<file path="config.mk">
export PLATFORM = sky130hd
export DESIGN_NAME = uecc_top
export DESIGN_NICKNAME = d
export VERILOG_FILES = /design/src/uecc_pkg.sv /design/src/uecc_top.sv /design/src/uecc_ep_slot.sv /design/src/uecc_ep_decode.sv
export SDC_FILE = /design/constraint.sdc
export NUM_CORES = 1
export LEC_CHECK = 0
export ABC_AREA = 1
export BUFFER_PORTS_ARGS = -buffer_cell sky130_fd_sc_hd__buf_2
export CAP_MARGIN = 15
export CORE_ASPECT_RATIO = 1.25
export CORE_UTILIZATION = 56
export CTS_CLUSTER_SIZE = 30
export DETAILED_ROUTE_END_ITERATION = 16
export PLACE_DENSITY = 0.91
export RECOVER_POWER = 100
export SLEW_MARGIN = 30
export SYNTH_ARGS = -nofsm -noshare
export SYNTH_HDL_FRONTEND = slang
export SYNTH_SLANG_ARGS = --single-unit
</file>
<file path="constraint.sdc">
create_clock -name clk -period 2.34 [get_ports clk]
set_input_delay 0.117 -clock clk [delete_from_list [all_inputs] [get_ports clk]]
set_output_delay 0.117 -clock clk [all_outputs]
set_load 0.01 [all_outputs]
</file>
<file path="src/uecc_pkg.sv">
package uecc_pkg;
    // register byte offsets on the lite bus
    localparam logic [7:0] UECC_OFS_BASE_TOP = 8'h00;
    localparam logic [7:0] UECC_OFS_XCVR_CTRL = 8'h04;
    localparam logic [7:0] UECC_OFS_GEN_CTRL = 8'h08;
    localparam logic [7:0] UECC_OFS_EP_FIRST = 8'h40;
    localparam logic [7:0] UECC_OFS_EP_LAST = 8'h7c;
    localparam int UECC_NUM_EP = 16;
    localparam int UECC_EP_IDX_W = 4;
    localparam int UECC_BASE_ALIGN_BITS = 9;
    // endpoint control field positions
    localparam int EP_DIRECT_LS = 7;
    localparam int EP_NAK_NORETRY = 6;
    localparam int EP_SETUP_DIS = 4;
    localparam int EP_RX_DIR = 3;
    localparam int EP_TX_DIR = 2;
    localparam int EP_HALT = 1;
    localparam int EP_HANDSHAKE = 0;
    localparam logic [7:0] EP_MASK = 8'hdf;
    localparam logic [7:0] EP_MASK_NONZERO = 8'h1f;
    // transceiver control field positions
    localparam int XC_SUSPEND = 7;
    localparam int XC_PULLDOWN = 6;
    localparam logic [7:0] XC_MASK = 8'hc3;
    localparam logic [1:0] CLKSEL_ALT_PIN = 2'h0;
    localparam logic [1:0] CLKSEL_OSC = 2'h1;
    localparam logic [1:0] CLKSEL_RSVD = 2'h2;
    localparam logic [1:0] CLKSEL_PLL = 2'h3;
    localparam int GEN_HOST_EN = 0;
    localparam logic [7:0] GEN_MASK = 8'h01;
    localparam logic [7:0] RESET_BYTE = 8'h00;
    localparam logic [1:0] RESP_OKAY = 2'h0;
    localparam logic [1:0] RESP_SLVERR = 2'h2;
    // handshake answer codes on the endpoint query port
    typedef enum logic [1:0] {
        UECC_HS_NONE,
        UECC_HS_ACK,
        UECC_HS_STALL
    } uecc_hs_t;
endpackage

</file>
<file path="src/uecc_top.sv">
// Our own choices: the register offsets and the AXI4-Lite slave port.
`timescale 1ns/100ps
module uecc_top (
    input wire logic clk,
    input wire logic rst,
    // lite register bus
    input wire logic [7:0] s_axi_awaddr,
    input wire logic s_axi_awvalid,
    output logic s_axi_awready,
    input wire logic [31:0] s_axi_wdata,
    input wire logic [3:0] s_axi_wstrb,
    input wire logic s_axi_wvalid,
    output logic s_axi_wready,
    output logic [1:0] s_axi_bresp,
    output logic s_axi_bvalid,
    input wire logic s_axi_bready,
    input wire logic [7:0] s_axi_araddr,
    input wire logic s_axi_arvalid,
    output logic s_axi_arready,
    output logic [31:0] s_axi_rdata,
    output logic [1:0] s_axi_rresp,
    output logic s_axi_rvalid,
    input wire logic s_axi_rready,
    // peripheral-side endpoint query from the serial engine
    input wire logic [uecc_pkg::UECC_EP_IDX_W-1:0] tokenEndpoint,
    input wire logic tokenIsSetup,
    input wire logic tokenIsIn,
    output uecc_pkg::uecc_hs_t tokenAnswer,
    output logic tokenAccept,
    // host-side transaction result from the serial engine
    input wire logic hostNakSeen,
    output logic hostRetry,
    output logic hostNakComplete,
    // configuration outputs
    output logic [31:0] descriptorTableBaseAddress,
    output logic hostMode,
    output logic hostHandshakeEnable,
    output logic directLowSpeed,
    output logic sendPreamble,
    output logic nakRetryDisable,
    output logic transceiverSuspend,
    output logic weakPulldownEnable,
    output logic [1:0] usbClockSelect,
    output logic usbClockSelectValid
);
    import uecc_pkg::*;

    typedef struct packed {
        logic awHeld;
        logic [7:0] awAddr;
        logic wHeld;
        logic [31:0] wData;
        logic [3:0] wStrb;
        logic bValid;
        logic [1:0] bResp;
        logic rValid;
        logic [31:0] rData;
        logic [1:0] rResp;
        logic [7:0] baseTop;
        logic [7:0] xcvrCtrl;
        logic [7:0] genCtrl;
        logic [1:0] hsAnswer;
        logic accept;
        logic retry;
        logic nakDone;
    } uecc_state_t;

    uecc_state_t state_reg;
    uecc_state_t state_next;

    logic [7:0] epValue [UECC_NUM_EP];
    logic [UECC_NUM_EP-1:0] epWrite;
    logic wrFire;
    logic rdFire;
    logic wrIsEp;
    logic [UECC_EP_IDX_W-1:0] wrEpIdx;
    logic [UECC_EP_IDX_W-1:0] rdEpIdx;
    logic decAccept;
    logic decStall;
    logic decHshk;
    logic [7:0] selCtrl;

    // write decode; endpoint window covers sixteen aligned words
    assign wrFire = state_reg.awHeld && state_reg.wHeld && !state_reg.bValid;
    assign rdFire = s_axi_arvalid && !state_reg.rValid;
    // an unaligned word inside the window must not alias onto an endpoint
    assign wrIsEp = state_reg.awAddr >= UECC_OFS_EP_FIRST && state_reg.awAddr <= UECC_OFS_EP_LAST
        && state_reg.awAddr[1:0] == 2'h0;
    assign wrEpIdx = state_reg.awAddr[UECC_EP_IDX_W+1:2];
    assign rdEpIdx = s_axi_araddr[UECC_EP_IDX_W+1:2];

    // sixteen endpoint bytes; only endpoint zero keeps the host-only bits
    genvar gi;
    generate
        for (gi = 0; gi < UECC_NUM_EP; gi++) begin : g_ep
            assign epWrite[gi] = wrFire && wrIsEp && state_reg.wStrb[0]
                && wrEpIdx == UECC_EP_IDX_W'(gi);
            uecc_ep_slot #(
                .FIELD_MASK(gi == 0 ? EP_MASK : EP_MASK_NONZERO)
            ) u_slot (
                .clk(clk),
                .rst(rst),
                .wrEn(epWrite[gi]),
                .wrData(state_reg.wData[7:0]),
                .value(epValue[gi])
            );
        end
    endgenerate

    // host mode always uses endpoint zero, peripheral mode the token's one
    assign selCtrl = state_reg.genCtrl[GEN_HOST_EN] ? epValue[0] : epValue[tokenEndpoint];

    uecc_ep_decode u_dec (
        .ctrlByte(selCtrl),
        .isSetup(tokenIsSetup),
        .isIn(tokenIsIn),
        .accept(decAccept),
        .stall(decStall),
        .handshake(decHshk)
    );

    // next state: bus slave, config bytes and registered endpoint answers
    always_comb begin
        state_next = state_reg;
        // address and data taken independently, in either order
        if (s_axi_awvalid && !state_reg.awHeld) begin
            state_next.awHeld = 1'b1;
            state_next.awAddr = s_axi_awaddr;
        end
        if (s_axi_wvalid && !state_reg.wHeld) begin
            state_next.wHeld = 1'b1;
            state_next.wData = s_axi_wdata;
            state_next.wStrb = s_axi_wstrb;
        end
        if (state_reg.bValid && s_axi_bready) begin
            state_next.bValid = 1'b0;
        end
        if (wrFire) begin
            state_next.awHeld = 1'b0;
            state_next.wHeld = 1'b0;
            state_next.bValid = 1'b1;
            state_next.bResp = RESP_OKAY;
            if (state_reg.awAddr == UECC_OFS_BASE_TOP) begin
                if (state_reg.wStrb[0]) begin
                    state_next.baseTop = state_reg.wData[7:0];
                end
            end else if (state_reg.awAddr == UECC_OFS_XCVR_CTRL) begin
                if (state_reg.wStrb[0]) begin
                    state_next.xcvrCtrl = state_reg.wData[7:0] & XC_MASK;
                end
            end else if (state_reg.awAddr == UECC_OFS_GEN_CTRL) begin
                if (state_reg.wStrb[0]) begin
                    state_next.genCtrl = state_reg.wData[7:0] & GEN_MASK;
                end
            end else if (!wrIsEp) begin
                state_next.bResp = RESP_SLVERR; // unmapped word
            end
        end
        // reads answer the cycle after arvalid is taken
        if (state_reg.rValid && s_axi_rready) begin
            state_next.rValid = 1'b0;
        end
        if (rdFire) begin
            state_next.rValid = 1'b1;
            state_next.rResp = RESP_OKAY;
            state_next.rData = '0;
            if (s_axi_araddr == UECC_OFS_BASE_TOP) begin
                state_next.rData[7:0] = state_reg.baseTop;
            end else if (s_axi_araddr == UECC_OFS_XCVR_CTRL) begin
                state_next.rData[7:0] = state_reg.xcvrCtrl;
            end else if (s_axi_araddr == UECC_OFS_GEN_CTRL) begin
                state_next.rData[7:0] = state_reg.genCtrl;
            end else if (s_axi_araddr >= UECC_OFS_EP_FIRST && s_axi_araddr <= UECC_OFS_EP_LAST
                && s_axi_araddr[1:0] == 2'h0) begin
                state_next.rData[7:0] = epValue[rdEpIdx];
            end else begin
                state_next.rResp = RESP_SLVERR;
            end
        end
        // endpoint answer: stall, handshake, or silent for isochronous
        state_next.accept = decAccept;
        if (decStall) begin
            state_next.hsAnswer = UECC_HS_STALL;
        end else if (decAccept && decHshk) begin
            state_next.hsAnswer = UECC_HS_ACK;
        end else begin
            state_next.hsAnswer = UECC_HS_NONE;
        end
        // host nak: retry in hardware or finish and report
        state_next.retry = state_reg.genCtrl[GEN_HOST_EN] && hostNakSeen
            && !epValue[0][EP_NAK_NORETRY];
        state_next.nakDone = state_reg.genCtrl[GEN_HOST_EN] && hostNakSeen
            && epValue[0][EP_NAK_NORETRY];
    end

    always_ff @(posedge clk) begin
        if (rst) begin
            state_reg <= '0;
        end else begin
            state_reg <= state_next;
        end
    end

    // bus handshake outputs
    assign s_axi_awready = !state_reg.awHeld;
    assign s_axi_wready = !state_reg.wHeld;
    assign s_axi_bvalid = state_reg.bValid;
    assign s_axi_bresp = state_reg.bResp;
    assign s_axi_arready = !state_reg.rValid;
    assign s_axi_rvalid = state_reg.rValid;
    assign s_axi_rdata = state_reg.rData;
    assign s_axi_rresp = state_reg.rResp;

    // endpoint and host results, all from flip-flops
    assign tokenAnswer = uecc_hs_t'(state_reg.hsAnswer);
    assign tokenAccept = state_reg.accept;
    assign hostRetry = state_reg.retry;
    assign hostNakComplete = state_reg.nakDone;

    // base address alignment is structural: low 24 bits never stored
    assign descriptorTableBaseAddress = {state_reg.baseTop, 15'h0000, {UECC_BASE_ALIGN_BITS{1'b0}}};
    assign hostMode = state_reg.genCtrl[GEN_HOST_EN];
    assign hostHandshakeEnable = epValue[0][EP_HANDSHAKE];
    assign directLowSpeed = hostMode && epValue[0][EP_DIRECT_LS];
    assign sendPreamble = hostMode && !epValue[0][EP_DIRECT_LS];
    assign nakRetryDisable = hostMode && epValue[0][EP_NAK_NORETRY];
    assign transceiverSuspend = state_reg.xcvrCtrl[XC_SUSPEND];
    assign weakPulldownEnable = state_reg.xcvrCtrl[XC_PULLDOWN];
    assign usbClockSelect = state_reg.xcvrCtrl[1:0];
    assign usbClockSelectValid = state_reg.xcvrCtrl[1:0] != CLKSEL_RSVD;
endmodule

</file>
<file path="src/uecc_ep_slot.sv">
`timescale 1ns/100ps
// one endpoint control byte, reserved bits forced to zero
module uecc_ep_slot #(
    parameter logic [7:0] FIELD_MASK = 8'hdf
) (
    input wire logic clk,
    input wire logic rst,
    input wire logic wrEn,
    input wire logic [7:0] wrData,
    output logic [7:0] value
);
    import uecc_pkg::*;
    typedef struct packed {
        logic [7:0] ctrlByte;
    } uecc_slot_t;
    uecc_slot_t state_reg;
    uecc_slot_t state_next;

    // a write replaces the byte; halt stays until software rewrites it
    always_comb begin
        state_next = state_reg;
        if (wrEn) begin
            state_next.ctrlByte = wrData & FIELD_MASK;
        end
    end

    always_ff @(posedge clk) begin
        if (rst) begin
            state_reg <= '{ctrlByte: RESET_BYTE};
        end else begin
            state_reg <= state_next;
        end
    end

    assign value = state_reg.ctrlByte;
endmodule

</file>
<file path="src/uecc_ep_decode.sv">
`timescale 1ns/100ps
// turns one control byte into the endpoint's per-transaction behaviour
module uecc_ep_decode (
    input wire logic [7:0] ctrlByte,
    input wire logic isSetup,
    input wire logic isIn,
    output logic accept,
    output logic stall,
    output logic handshake
);
    import uecc_pkg::*;
    logic rxOn;
    logic txOn;
    logic dirOk;

    // direction table; setup needs both directions and no setup disable
    always_comb begin
        rxOn = ctrlByte[EP_RX_DIR];
        txOn = ctrlByte[EP_TX_DIR];
        if (isSetup) begin
            dirOk = rxOn && txOn && !ctrlByte[EP_SETUP_DIS];
        end else if (isIn) begin
            dirOk = txOn;
        end else begin
            dirOk = rxOn;
        end
        // halt wins only on an endpoint with some direction enabled
        stall = ctrlByte[EP_HALT] && (rxOn || txOn);
        accept = dirOk && !stall;
        handshake = ctrlByte[EP_HANDSHAKE] || stall;
    end
endmodule

</file>
=== Yosys cells after proc, flatten, opt, wreduce, memory -nomap -nowiden ===
Cells that the tools add are included.

* Register bits after elaboration: 133
* Bits of input ports: 66
* Output and inout bits: 88

* $lt $le $gt $ge: 6
* Bitwise operators: 4
* Eq/ne operators: 20
* Multiplexer cells: 27
* Reduce and logical (&&, ||, !) cells: 62

{| class="wikitable"
|+ Operators with widths
! operator !! count
|-
| $bmux W8 S4 || 2
|-
| $mux W8 || 6
|-
| $logic_and A1 B1 Y1 || 40
|-
| $mux W35 || 1
|-
| $eq A4 B4 Y1 const B || 8
|-
| $mux W2 || 9
|-
| $eq A4 B3 Y1 const B || 4
|-
| $eq A8 B3 Y1 const B || 2
|-
| $eq A8 B4 Y1 const B || 2
|-
| $ge A8 B7 Y1 const B || 2
|-
| $le A8 B7 Y1 const B || 2
|-
| $logic_not A8 Y1 || 2
|-
| $mux W5 || 3
|-
| $ge A5 B5 Y1 const B || 2
|-
| $not A4 Y5 || 2
|-
| $eq A4 B2 Y1 const B || 2
|-
| $logic_not A1 Y1 || 8
|-
| $mux W1 || 5
|-
| $reduce_and A5 Y1 || 1
|-
| $eq A4 B1 Y1 const B || 1
|-
| $logic_not A2 Y1 || 2
|-
| $logic_not A4 Y1 || 1
|-
| $reduce_and A4 Y1 || 1
|-
| $reduce_bool A2 Y1 || 2
|-
| 6 further kinds || 9
|}

=== Longest topological paths before layout ===
* Word-level depth: 12
* Mapped depth: 14

=== Cells and area by module ===
Synthesis repeated with hierarchy kept, for this count alone.

* Cells, all modules: 1428
* Area, all modules: 8802.2 um^2

{| class="wikitable"
|+ By module, submodules not included
! module !! times used !! area each (um^2) !! cells an instance
|-
| uecc_top || 1 || 4922.2 || 829
|-
| uecc_ep_slot at g_ep[10].u_slot ... || 15 || 235.2 || 36
|-
| uecc_ep_slot at g_ep[0].u_slot || 1 || 297.8 || 46
|-
| uecc_ep_decode || 1 || 53.8 || 13
|}

=== Worst setup path before layout ===
No wires, ideal clock.

* Kind: register to register
* Start point: reg state_reg (netlist bit s_axi_bvalid)
* End point: reg g_ep[2].u_slot.state_reg (netlist bit g_ep[2].u_slot.value[0])
* Cell stages (with the launch flop): 11
* Arrival: 1437 ps
* Slack: 785 ps
* Period minus slack after synthesis: 1555 ps
* Buffers on the path: 0
* Required time: 2222 ps
* Cells stage by stage: dfxtp_1 nor2_4 nand2_2 inv_2 nand2_4 inv_2 nand2_4 nor3_4 nand2_4 o21ai_1 a21oi_1

* Longest elaborated chain between the ends: 5

{| class="wikitable"
|+ RTL lines
! element !! RTL line !! source
|-
| from (decl) || uecc_top.sv:68 || <nowiki>uecc_state_t state_reg;</nowiki>
|-
| from (signal assigned) || uecc_top.sv:200 || <nowiki>state_reg <= state_next;</nowiki>
|-
| $logic_not A1 Y1 || uecc_top.sv:84 || <nowiki>assign wrFire = state_reg.awHeld && state_reg.wHeld && !state_reg.bValid;</nowiki>
|-
| $logic_and A1 B1 Y1 || uecc_top.sv:84 ||
|-
| $logic_and A1 B1 Y1 (2 in a row) || uecc_top.sv:96 || <nowiki>assign epWrite[gi] = wrFire && wrIsEp && state_reg.wStrb[0]</nowiki>
|-
| $logic_and A1 B1 Y1 || uecc_top.sv:97 || <nowiki>&& wrEpIdx == UECC_EP_IDX_W'(gi);</nowiki>
|-
| to (signal assigned) || uecc_ep_slot.sv:29 || <nowiki>state_reg <= '{ctrlByte: RESET_BYTE};</nowiki>
|-
| to (signal assigned) || uecc_ep_slot.sv:31 || <nowiki>state_reg <= state_next;</nowiki>
|-
| to (decl) || uecc_ep_slot.sv:16 || <nowiki>uecc_slot_t state_reg;</nowiki>
|}

Every way passes these cells.
A chain may end at the register's enable or synchronous reset.

=== Final worst setup path ===
* Start point: reg state_reg[103] (netlist name)
* End point: reg g_ep[10].u_slot.state_reg (netlist bit g_ep[10].u_slot.value[3])

* Longest elaborated chain between the ends: 5

{| class="wikitable"
|+ RTL lines
! element !! RTL line
|-
| $logic_and A1 B1 Y1 (2 in a row) || uecc_top.sv:84
|-
| $logic_and A1 B1 Y1 (2 in a row) || uecc_top.sv:96
|-
| $logic_and A1 B1 Y1 || uecc_top.sv:97
|-
| to (signal assigned) || uecc_ep_slot.sv:29
|-
| to (signal assigned) || uecc_ep_slot.sv:31
|-
| to (decl) || uecc_ep_slot.sv:16
|}

Every way passes these cells.

==> metrics.txt <==
post-CTS setup repair buffer count 0; GRT Residual Overflow 0; largest area contributor in the netlist dfxtp_1; status finished clean; final WL 20.6 mm; post-synthesis adder-cell area fraction 0; max frequency 499 MHz; Max Clock Skew 0.0114 ns; vias per cell 5.90; final setup vio count 0; post-layout util 0.649; WL per Instance 17.3 um; actual slew at the worst max-slew pin 0.946 ns; Die Wd 101 um; largest net degree at the start of global routing 74; Die H 126 um; Initial Utilization 0.581; area share of the largest cell type after synthesis 0.383; drt drc 0; Synth Warn # 0; leakage dissipation 3.10 nW; PwrDens 713 mW/mm^2; dpl hpwl 13.0 mm; total negative slack 0 ns; share of layout cells above drive strength 1 0.0981; hold endpoint state_reg[107]; RSZ-0062 raised after global routing false; RR Startpoint state_reg[103]; Synth Area in Simple Gates 0.185; multi-input logic area 0.00317 mm^2; drt initial violations 882; clock root cell clkbuf_16; clock sinks 131; initial antenna violation count 0; clk_lat worst skew 0.43 ns; clock transition at the registers of the reported paths 0.06 ns; wire length of the first global-routing pass 32.9 mm; synthesized instance count 958; Worst Hold Launch s_axi_awaddr[3]; CTS Hold Bufs 20; Synth Area in Compound Gates 0.256; H-tree lvl count 4; Synth cell types 39; Fill cells 965; VDD IR-drop max 0.000643 V; minimum clock period after layout 2.00 ns; Post-CTS Resized 0; nature of the critical path endpoint flop; top cells by area, synth dfxtp_1 38%, a21oi_1 9.1%, buf_4 8.0%; FP Rows 44; #FFs+latches synth 131; fin crit share 0.856; drt pass-1 iters 7; max_cap viols 0; Worst Hold Class in2reg; Final Wtd Congestion 0.959; CTS buffer count 17; Post-DRT Antenna Nets 0; power after layout 5.45 mW; commonest non-fill, non-tap cells in the layout 131 x dfxtp_1, 127 x nand2_1, 125 x a21oi_1; DIE AREA 0.0127 mm^2; CP required 2.65 ns; largest family of logic cells by synthesized area compound AO/OA/AOI/OAI gates; WS Path Type reg2reg; post-synthesis sequential area ratio 0.383; Register Area 0.00262 mm^2; Nets 1083; Slew headroom 0.364; IO buf count 76; R2R setup slack 0.34 ns; R2R depth 11; vias in the first global route 6634; GRT Total Usage 0.336; worst reg2reg path endpoint g_ep[10].u_slot.value[3]; Mean Syn Cell Area 7.14 um^2; synthesis-to-finish area growth 11.7%; Largest register FFs 82; worst endpoint data arrival time 2.31 ns; n_diodes 0; Synth Cell Area 0.00684 mm^2; clock buffer depth 2; CTS tree done; post-synthesis mux area share 0; crit start category flop; Post-Synth XOR/XNOR Area 0; via count 7029; Ports 154; commonest non-fill, non-tap cell in the layout dfxtp_1; Slew Limit Fails 0; final hold violations 0; Hold Path Depth 3; Worst Path Max Fanout 10; core area 0.0118 mm^2
==> logic make-up (layout without fill, tap and decap cells) <==
family                 after synthesis  count (layout)
and+or+nand+nor                    269             269
AOI/OAI and AO/OA                  317             317
buffers and inverters              240             263
DFF                                131             131
other                                1              50
==> per-layer routing <==
| layer | up-vias | part of all wire | track usage |
|---|---|---|---|
| li1 | 3237 | - | - |
| met1 | 3146 | 0.35 | 0.380 |
| met2 | 524 | 0.47 | 0.562 |
| met3 | 122 | 0.11 | 0.0715 |
| met4 | 0 | 0.067 | 0.228 |
| met5 | - | 0 | 0 |
==> final cells by class <==
| type | instances | area share |
|---|---|---|
| Multi-Input combinational cell | 636 | 0.415 |
| Clock buffer | 17 | 0.0557 |
| Sequential cell | 131 | 0.343 |
| Inverter | 126 | 0.0619 |
| Tap cell | 161 | 0.0264 |
| Clock inverter | 15 | 0.0180 |
| Timing Repair Buffer | 105 | 0.0801 |
==> worst max-delay path: stages (launching register included) <==
cell,delay [ns]
dfxtp_1,0.35
inv_1,0.10
nor2_4,0.08
nand2_1,0.11
inv_1,0.12
nand2_4,0.06
inv_1,0.10
nand2_4,0.08
nor3_4,0.44
nand2_4,0.18
o21ai_0,0.22
a21oi_1,0.06
==> synthesized netlist by cell type <==
master / count
dfxtp_1: 131
a21oi_1: 125
nand2_1: 121
inv_1: 115
o21ai_0: 101
buf_4: 73
nand3_1: 57
nor2_1: 54
clkbuf_1: 24
o21ai_1: 22
o22ai_1: 22
a211oi_1: 17
o211ai_1: 14
buf_2: 13
nand4_1: 8
inv_2: 7
a22oi_1: 6
nand2_2: 6
nand2_4: 6
clkinv_1: 4
nor2_2: 4
o2111ai_1: 4
nor4_1: 3
a211oi_2: 2
buf_1: 2
nor3_2: 2
nor3_4: 2
nor4_4: 2
and3b_1: 1
buf_6: 1
clkbuf_2: 1
conb_1: 1
nor2_4: 1
nor3_1: 1
o21a_1: 1
o21bai_1: 1
o221ai_1: 1
o41ai_1: 1
or2_2: 1
==> power breakdown <==
part	switching [mW]	internal, mW
Sequential	0.0660	2.27
Combinational	0.394	0.173
Clock	1.14	1.40
==> metrics by stage <==
step                      worst slack [ns]  hold slack, ns  instance area, um^2  std cells
after floorplan                      0.785           0.252                 7030       1007
final                                0.336         0.00205                 7640       1191
after global placement               0.506           0.343                 6960       1139
after CTS                            0.500        0.000827                 7720       1191
after global routing                 0.158          0.0164                 7640       1191
after detailed placement             0.477           0.350                 6960       1139
==> how the worst max path moves through the flow <==
stage               cells past startpoint                  endpoint             start  slack [ns]
finish                                 11  g_ep[10].u_slot.value[3]    state_reg[103]        0.34
global route                            8        weakPulldownEnable    state_reg[103]        0.16
CTS                                    11   g_ep[9].u_slot.value[3]    state_reg[103]        0.50
detailed placement                     13               tokenAccept  tokenEndpoint[0]        0.48
global placement                       13            tokenAnswer[0]  tokenEndpoint[0]        0.51
floorplan                              10   g_ep[2].u_slot.value[0]      s_axi_bvalid        0.78
Power figures use the tool's default switching activity.
